===== config.mk =====
export PLATFORM = sky130hd
export DESIGN_NAME = gia_top
export DESIGN_NICKNAME = d
export VERILOG_FILES = /design/src/hw/gia_pkg.sv /design/src/hw/gia_bank.sv /design/src/hw/gia_top.sv
export SDC_FILE = /design/constraint.sdc
export NUM_CORES = 1
export LEC_CHECK = 0
export ABC_AREA = 1
export BUFFER_PORTS_ARGS = -buffer_cell sky130_fd_sc_hd__buf_2
export CAP_MARGIN = 20
export CORE_MARGIN = 2
export CORE_UTILIZATION = 58
export CTS_BUF_LIST = sky130_fd_sc_hd__clkbuf_8
export DETAILED_ROUTE_END_ITERATION = 10
export PLACE_DENSITY_LB_ADDON = 0.1
export SLEW_MARGIN = 20
export SYNTH_ARGS = -nofsm -noshare
export SYNTH_HDL_FRONTEND = slang
export SYNTH_SLANG_ARGS = --single-unit

===== constraint.sdc =====
create_clock -name clk_i -period 3.71 [get_ports clk_i]
set_clock_uncertainty 0.05 [all_clocks]
set_input_delay 0.5565 -clock clk_i [delete_from_list [all_inputs] [get_ports clk_i]]
set_output_delay 0.5565 -clock clk_i [all_outputs]
set_load 0.1 [all_outputs]

===== src/hw/gia_pkg.sv =====
// Purpose: Shared constants and types of the global interrupt aggregator
// Assumes: Register index n sits at Wishbone byte address 4*n
// Notes: Indices are kept as printed; the bus decodes adr_i[9:2]
`default_nettype none

package gia_pkg;

    // ------------------------------------------------------------
    // Sizes
    // ------------------------------------------------------------
    localparam int GIA_PORTS = 8;
    localparam int GIA_GROUPS = 3;
    localparam int GIA_ADR_W = 10;
    localparam int GIA_DAT_W = 32;
    localparam int GIA_SEL_W = 4;

    // ------------------------------------------------------------
    // Group positions
    // ------------------------------------------------------------
    localparam int GIA_GRP_FRAMER = 0;
    localparam int GIA_GRP_TESTER = 1;
    localparam int GIA_GRP_LINE = 2;

    // ------------------------------------------------------------
    // Register indices (byte address = 4 * index)
    // ------------------------------------------------------------
    localparam logic [7:0] GIA_IDX_EVENT_STATUS = 8'hf0;
    localparam logic [7:0] GIA_IDX_EVENT_MASK = 8'hf1;
    localparam logic [7:0] GIA_IDX_FRAMER_STATUS = 8'hf9;
    localparam logic [7:0] GIA_IDX_TESTER_STATUS = 8'hfa;
    localparam logic [7:0] GIA_IDX_LINE_STATUS = 8'hfb;
    localparam logic [7:0] GIA_IDX_FRAMER_MASK = 8'hfc;
    localparam logic [7:0] GIA_IDX_TESTER_MASK = 8'hfd;
    localparam logic [7:0] GIA_IDX_LINE_MASK = 8'hfe;

    // ------------------------------------------------------------
    // Values after reset
    // ------------------------------------------------------------
    localparam logic [7:0] GIA_STATUS_RST = 8'h00;
    localparam logic [7:0] GIA_MASK_RST = 8'h00;
    localparam logic [2:0] GIA_EVT_RST = 3'h0;
    localparam logic [31:0] GIA_DAT_RST = 32'h0000_0000;

    // ------------------------------------------------------------
    // Types
    // ------------------------------------------------------------
    typedef enum logic {GIA_BUS_IDLE, GIA_BUS_ACK} gia_bus_t;

    typedef struct packed {
        gia_bus_t bus;
        logic ack;
        logic [GIA_DAT_W-1:0] dat;
        logic [GIA_GROUPS-1:0][GIA_PORTS-1:0] status;
        logic [GIA_GROUPS-1:0][GIA_PORTS-1:0] mask;
        logic [GIA_GROUPS-1:0] evt;
        logic [GIA_GROUPS-1:0] evt_mask;
        logic irq;
        logic evt_irq;
    } gia_state_t;

    // ------------------------------------------------------------
    // Decoding
    // ------------------------------------------------------------
    function automatic logic gia_is_mask(input logic [7:0] idx);
        return (idx >= GIA_IDX_FRAMER_MASK) && (idx <= GIA_IDX_LINE_MASK);
    endfunction

    function automatic logic gia_is_status(input logic [7:0] idx);
        return (idx >= GIA_IDX_FRAMER_STATUS) && (idx <= GIA_IDX_LINE_STATUS);
    endfunction

    function automatic logic [1:0] gia_mask_grp(input logic [7:0] idx);
        logic [7:0] d;
        d = idx - GIA_IDX_FRAMER_MASK;
        return d[1:0];
    endfunction

    function automatic logic [1:0] gia_status_grp(input logic [7:0] idx);
        logic [7:0] d;
        d = idx - GIA_IDX_FRAMER_STATUS;
        return d[1:0];
    endfunction

endpackage

`default_nettype wire


===== src/hw/gia_bank.sv =====
// Purpose: Gating and edge finding for one group of eight sources
// Assumes: src_i and mask_i are next-state values from the aggregator, prev_i the registered status
// Notes: Purely combinational
`default_nettype none

module gia_bank (
    input wire logic [7:0] src_i,
    input wire logic [7:0] prev_i,
    input wire logic [7:0] mask_i,
    output logic pend_o,
    output logic rise_o
);
    import gia_pkg::*;

    // ------------------------------------------------------------
    // Masked request and new request
    // ------------------------------------------------------------
    always_comb begin
        pend_o = |(src_i & mask_i);
        rise_o = |(src_i & ~prev_i);
    end

endmodule

`default_nettype wire


===== src/hw/gia_top.sv =====
// Purpose: Global interrupt aggregator for framer, tester and line-unit sources
// Assumes: Source requests are levels synchronous to clk_i
// Notes: Classic Wishbone slave, one wait state, 32-bit data, low byte used
// Operation
// - Tester status: one bit per port
// - Line-unit status: one bit per port
// - Framer status bit 0 is framer 1
// - Framer mask bit gates framer, one enables
// - Tester mask bit gates tester, one enables
// - Line-unit mask bit gates line unit
// - Tester/line status at FA/FB, read-only, zero
// - Masks at FC/FD/FE, read/write, reset zero
// - Framer status at F9, read-only
`default_nettype none

module gia_top (
    input wire logic clk_i,
    input wire logic rst_i,
    input wire logic cyc_i,
    input wire logic stb_i,
    input wire logic we_i,
    input wire logic [gia_pkg::GIA_ADR_W-1:0] adr_i,
    input wire logic [gia_pkg::GIA_SEL_W-1:0] sel_i,
    input wire logic [gia_pkg::GIA_DAT_W-1:0] dat_i,
    output logic [gia_pkg::GIA_DAT_W-1:0] dat_o,
    output logic ack_o,
    input wire logic [gia_pkg::GIA_PORTS-1:0] framer_irq_i,
    input wire logic [gia_pkg::GIA_PORTS-1:0] tester_irq_i,
    input wire logic [gia_pkg::GIA_PORTS-1:0] line_unit_irq_i,
    output logic irq_o,
    output logic evt_irq_o
);
    import gia_pkg::*;

    // ------------------------------------------------------------
    // State
    // ------------------------------------------------------------
    gia_state_t s;
    gia_state_t n;
    logic [GIA_GROUPS-1:0][GIA_PORTS-1:0] src;
    logic [GIA_GROUPS-1:0][GIA_PORTS-1:0] next_mask;
    logic [GIA_GROUPS-1:0] pend;
    logic [GIA_GROUPS-1:0] rise;
    logic [7:0] idx;
    logic req;

    assign idx = adr_i[9:2];
    assign req = cyc_i & stb_i;

    always_comb begin
        src[GIA_GRP_FRAMER] = framer_irq_i;
        src[GIA_GRP_TESTER] = tester_irq_i;
        src[GIA_GRP_LINE] = line_unit_irq_i;
    end

    // ------------------------------------------------------------
    // Mask update seen by the gating logic
    // ------------------------------------------------------------
    always_comb begin
        next_mask = s.mask;
        if (s.bus == GIA_BUS_ACK && req && we_i && sel_i[0] && gia_is_mask(idx)) begin
            next_mask[gia_mask_grp(idx)] = dat_i[7:0];
        end
    end

    // ------------------------------------------------------------
    // Per-group gating
    // ------------------------------------------------------------
    genvar g;
    generate
        for (g = 0; g < GIA_GROUPS; g++) begin : g_bank
            gia_bank u_bank (
                .src_i(src[g]),
                .prev_i(s.status[g]),
                .mask_i(next_mask[g]),
                .pend_o(pend[g]),
                .rise_o(rise[g])
            );
        end
    endgenerate

    // ------------------------------------------------------------
    // Next state
    // ------------------------------------------------------------
    always_comb begin
        n = s;
        n.status = src;
        n.mask = next_mask;
        n.ack = 1'b0;
        case (s.bus)
            GIA_BUS_IDLE: begin
                if (req) begin
                    n.bus = GIA_BUS_ACK;
                    n.ack = 1'b1;
                    n.dat = GIA_DAT_RST;
                    if (!we_i) begin
                        if (gia_is_status(idx)) begin
                            n.dat[7:0] = s.status[gia_status_grp(idx)];
                        end else if (gia_is_mask(idx)) begin
                            n.dat[7:0] = s.mask[gia_mask_grp(idx)];
                        end else if (idx == GIA_IDX_EVENT_STATUS) begin
                            n.dat[2:0] = s.evt | rise;
                        end else if (idx == GIA_IDX_EVENT_MASK) begin
                            n.dat[2:0] = s.evt_mask;
                        end
                    end
                end
            end
            GIA_BUS_ACK: begin
                n.bus = GIA_BUS_IDLE;
                if (req && we_i && sel_i[0] && idx == GIA_IDX_EVENT_MASK) begin
                    n.evt_mask = dat_i[2:0];
                end
                if (req && !we_i && idx == GIA_IDX_EVENT_STATUS) begin
                    n.evt = GIA_EVT_RST;
                end
            end
            default: begin
                n.bus = GIA_BUS_IDLE;
            end
        endcase
        // New events win over a clearing read
        n.evt = n.evt | rise;
        n.irq = |pend;
        n.evt_irq = |(n.evt & n.evt_mask);
    end

    // ------------------------------------------------------------
    // Registers
    // ------------------------------------------------------------
    always_ff @(posedge clk_i) begin
        if (rst_i) begin
            s.bus <= GIA_BUS_IDLE;
            s.ack <= 1'b0;
            s.dat <= GIA_DAT_RST;
            s.status <= {GIA_GROUPS{GIA_STATUS_RST}};
            s.mask <= {GIA_GROUPS{GIA_MASK_RST}};
            s.evt <= GIA_EVT_RST;
            s.evt_mask <= GIA_EVT_RST;
            s.irq <= 1'b0;
            s.evt_irq <= 1'b0;
        end else begin
            s <= n;
        end
    end

    assign dat_o = s.dat;
    assign ack_o = s.ack;
    assign irq_o = s.irq;
    assign evt_irq_o = s.evt_irq;

endmodule

`default_nettype wire


==> results.json <==
{
  "dp.final_hpwl_um": 7470,
  "status": "completed",
  "antenna_found_initial": 0,
  "wl_per_cell_um": 13.9,
  "portBuffers": 56,
  "gp_congestion": 0.937,
  "slew_viol_final": 0,
  "num_io_pins": 110,
  "yosys.cell_types.count": 26,
  "power_density_mw_per_mm2": 384,
  "crit_path_max_fanout": 18,
  "critical_path_class": "in -> reg",
  "cts_buffer_depth": 2,
  "grt_pass1_vias": 3327,
  "area_delta_synth_final_pct": 7.64,
  "post_cts_buffers": 0,
  "final_common_cell": "nand2_1",
  "yosys.area.top_type": "dfxtp_1",
  "track_usage": 0.283,
  "hold_viol_final": 0,
  "route.antenna.remaining_nets": 0,
  "p_leak_nw": 1.92,
  "path_clk_slew_ps": 70,
  "tightest_slew_ps": 683,
  "coreArea_mm2": 0.00628,
  "worst_slack_ps": 1170,
  "peakVddDrop_uv": 326,
  "diodes": 0,
  "timing.final.crit_period_ps": 2540,
  "setup_viol": 0,
  "ctsRootBufferMaster": "clkbuf_8",
  "worstPathRequired_ps": 3910,
  "cts_tree": "built",
  "ys_seq_area_frac": 0.349,
  "ctsHoldBuffers": 0,
  "cts_buffers": 9,
  "postPlaceCellArea_mm2": 0.00384,
  "die_area_mm2": 0.00709,
  "nets": 698,
  "hold_path.class": "in -> reg",
  "first_iter_violations": 316,
  "maxSlewHeadroom": 0.544,
  "yosysWarnings": 0,
  "cts-resized-gates": 0,
  "post-place-ws_ps": 858,
  "overflow": 0,
  "drcViolationCount": 0,
  "routed_wl_um": 9760,
  "syn_area_per_cell_um2": 6.42,
  "timing.fmax_mhz": 394,
  "netlist_top_cells_area": "dfxtp_1 (35%), nand2_1 (13%), o21ai_0 (9.7%), nor2_1 (9.1%), inv_1 (7.2%)",
  "fin_tns_setup_ps": 0,
  "final_area_mm2": 0.00402,
  "rsz0062_at_grt": "no",
  "synth_area_mm2": 0.00373,
  "grt_pass1_wl_um": 15800,
  "drv_cap": 0,
  "num_rows": 29,
  "synth_seq_cells": 65,
  "synth_top_area_frac": 0.349,
  "die_w_um": 84.2,
  "die_y_um": 84.2,
  "htreeDepth": 3,
  "drive_above_1_share": 0.138,
  "cp-end-kind": "flop",
  "insertion_delay_ps": 340,
  "arrival_ps": 2730,
  "via_count": 3715,
  "firstDrtPassIters": 5,
  "netlist_instances": 582,
  "cts.sinks": 65,
  "viasPerCell": 5.30,
  "mostFrequentLayoutCells": "nand2_1 (131), nor2_1 (91), inv_1 (72), o21ai_0 (72), dfxtp_1 (65)",
  "initial_utilization": 0.595,
  "grt_max_degree": 36,
  "start_kind": "primary input",
  "fill_cells": 650,
  "fin_crit_sh": 0.684
}
worst max-delay path: stages:
cell and delay (ps):
buf_2 180, inv_1 170, ha_1 580, nand3_1 370, nor3_1 310, inv_1 100
nand2_1 90, nand3_1 70, nand2_1 60, o21ai_0 80, o21bai_1 120, inv_1 50
final cells by class:
cell class / instances / area (um^2) / share of cell area
sequential: 65 / 1300 / 0.324
clock buffer: 12 / 165 / 0.0411
multi-input combinational: 411 / 1860 / 0.463
timing repair buffer: 59 / 303 / 0.0753
clock inverter: 3 / 15.0 / 0.00374
tap: 77 / 96.3 / 0.0240
inverter: 74 / 278 / 0.0691
per-stage QoR:
step | util | std cells | hold WS [ps] | total power, W
2_1_floorplan | - | 605 | 392 | 0.000960
3_3_place_gp | 0.612 | 686 | 401 | 0.000996
3_5_place_dp | 0.612 | 686 | 403 | 0.000998
4_1_cts | 0.640 | 701 | 389 | 0.00155
5_1_grt | 0.640 | 701 | 414 | 0.00160
6_report | 0.640 | 701 | 400 | 0.00154
worst paths after layout:
| check | start | end | slack [ps] | depth (start not counted) |
|---|---|---|---|---|
| min | line_unit_irq_i[2] | s[50] | 400 | 3 |
| max | adr_i[3] | evt_irq_o | 1170 | 12 |
| max reg2reg | s[89] | irq_o | 1520 | 11 |
| min reg2reg | dat_o[4] | dat_o[4] | 410 | 2 |
kinds of logic after synthesis:
kind of cell	Yosys count	share of synthesized area
and+or+nand+nor	272	0.303
other	1	0.00100
AOI/OAI and AO/OA	112	0.161
buffers and inverters	129	0.176
DFF	65	0.349
adders and majority gates	3	0.0101
flip-flops by register name, indices dropped and copies added, names as in the netlist:
| signal | count |
|---|---|
| s | 55 |
| irq_o | 1 |
| evt_irq_o | 1 |
| dat_o | 8 |
synth_stat cells:
library cell,number
a21oi_1,18
a31oi_1,1
buf_2,7
buf_4,32
buf_6,6
clkbuf_1,10
conb_1,1
dfxtp_1,65
ha_1,3
inv_1,72
inv_2,2
nand2_1,131
nand2_2,3
nand3_1,36
nand3_2,2
nand3_4,1
nand4_1,2
nor2_1,91
nor2_4,3
nor3_1,2
o211ai_1,1
o21ai_0,72
o21bai_1,3
o221ai_1,3
o22ai_1,14
or2_2,1
power breakdown:
group | leakage [nW] | internal (W) | switching (W) | total (W)
Combinational | 1.29 | 0.0000521 | 0.000208 | 0.000260
Sequential | 0.531 | 0.000714 | 0.0000113 | 0.000726
Clock | 0.0980 | 0.000290 | 0.000268 | 0.000559
routing by layer:
metal,track usage,vias up,part of all wire
li1,-,1861,-
met2,0.465,163,0.47
met1,0.357,1668,0.43
met3,0.0521,23,0.070
met5,0,-,0
met4,0.139,0,0.034
Note: power is estimated with default switching activity, not from simulation.
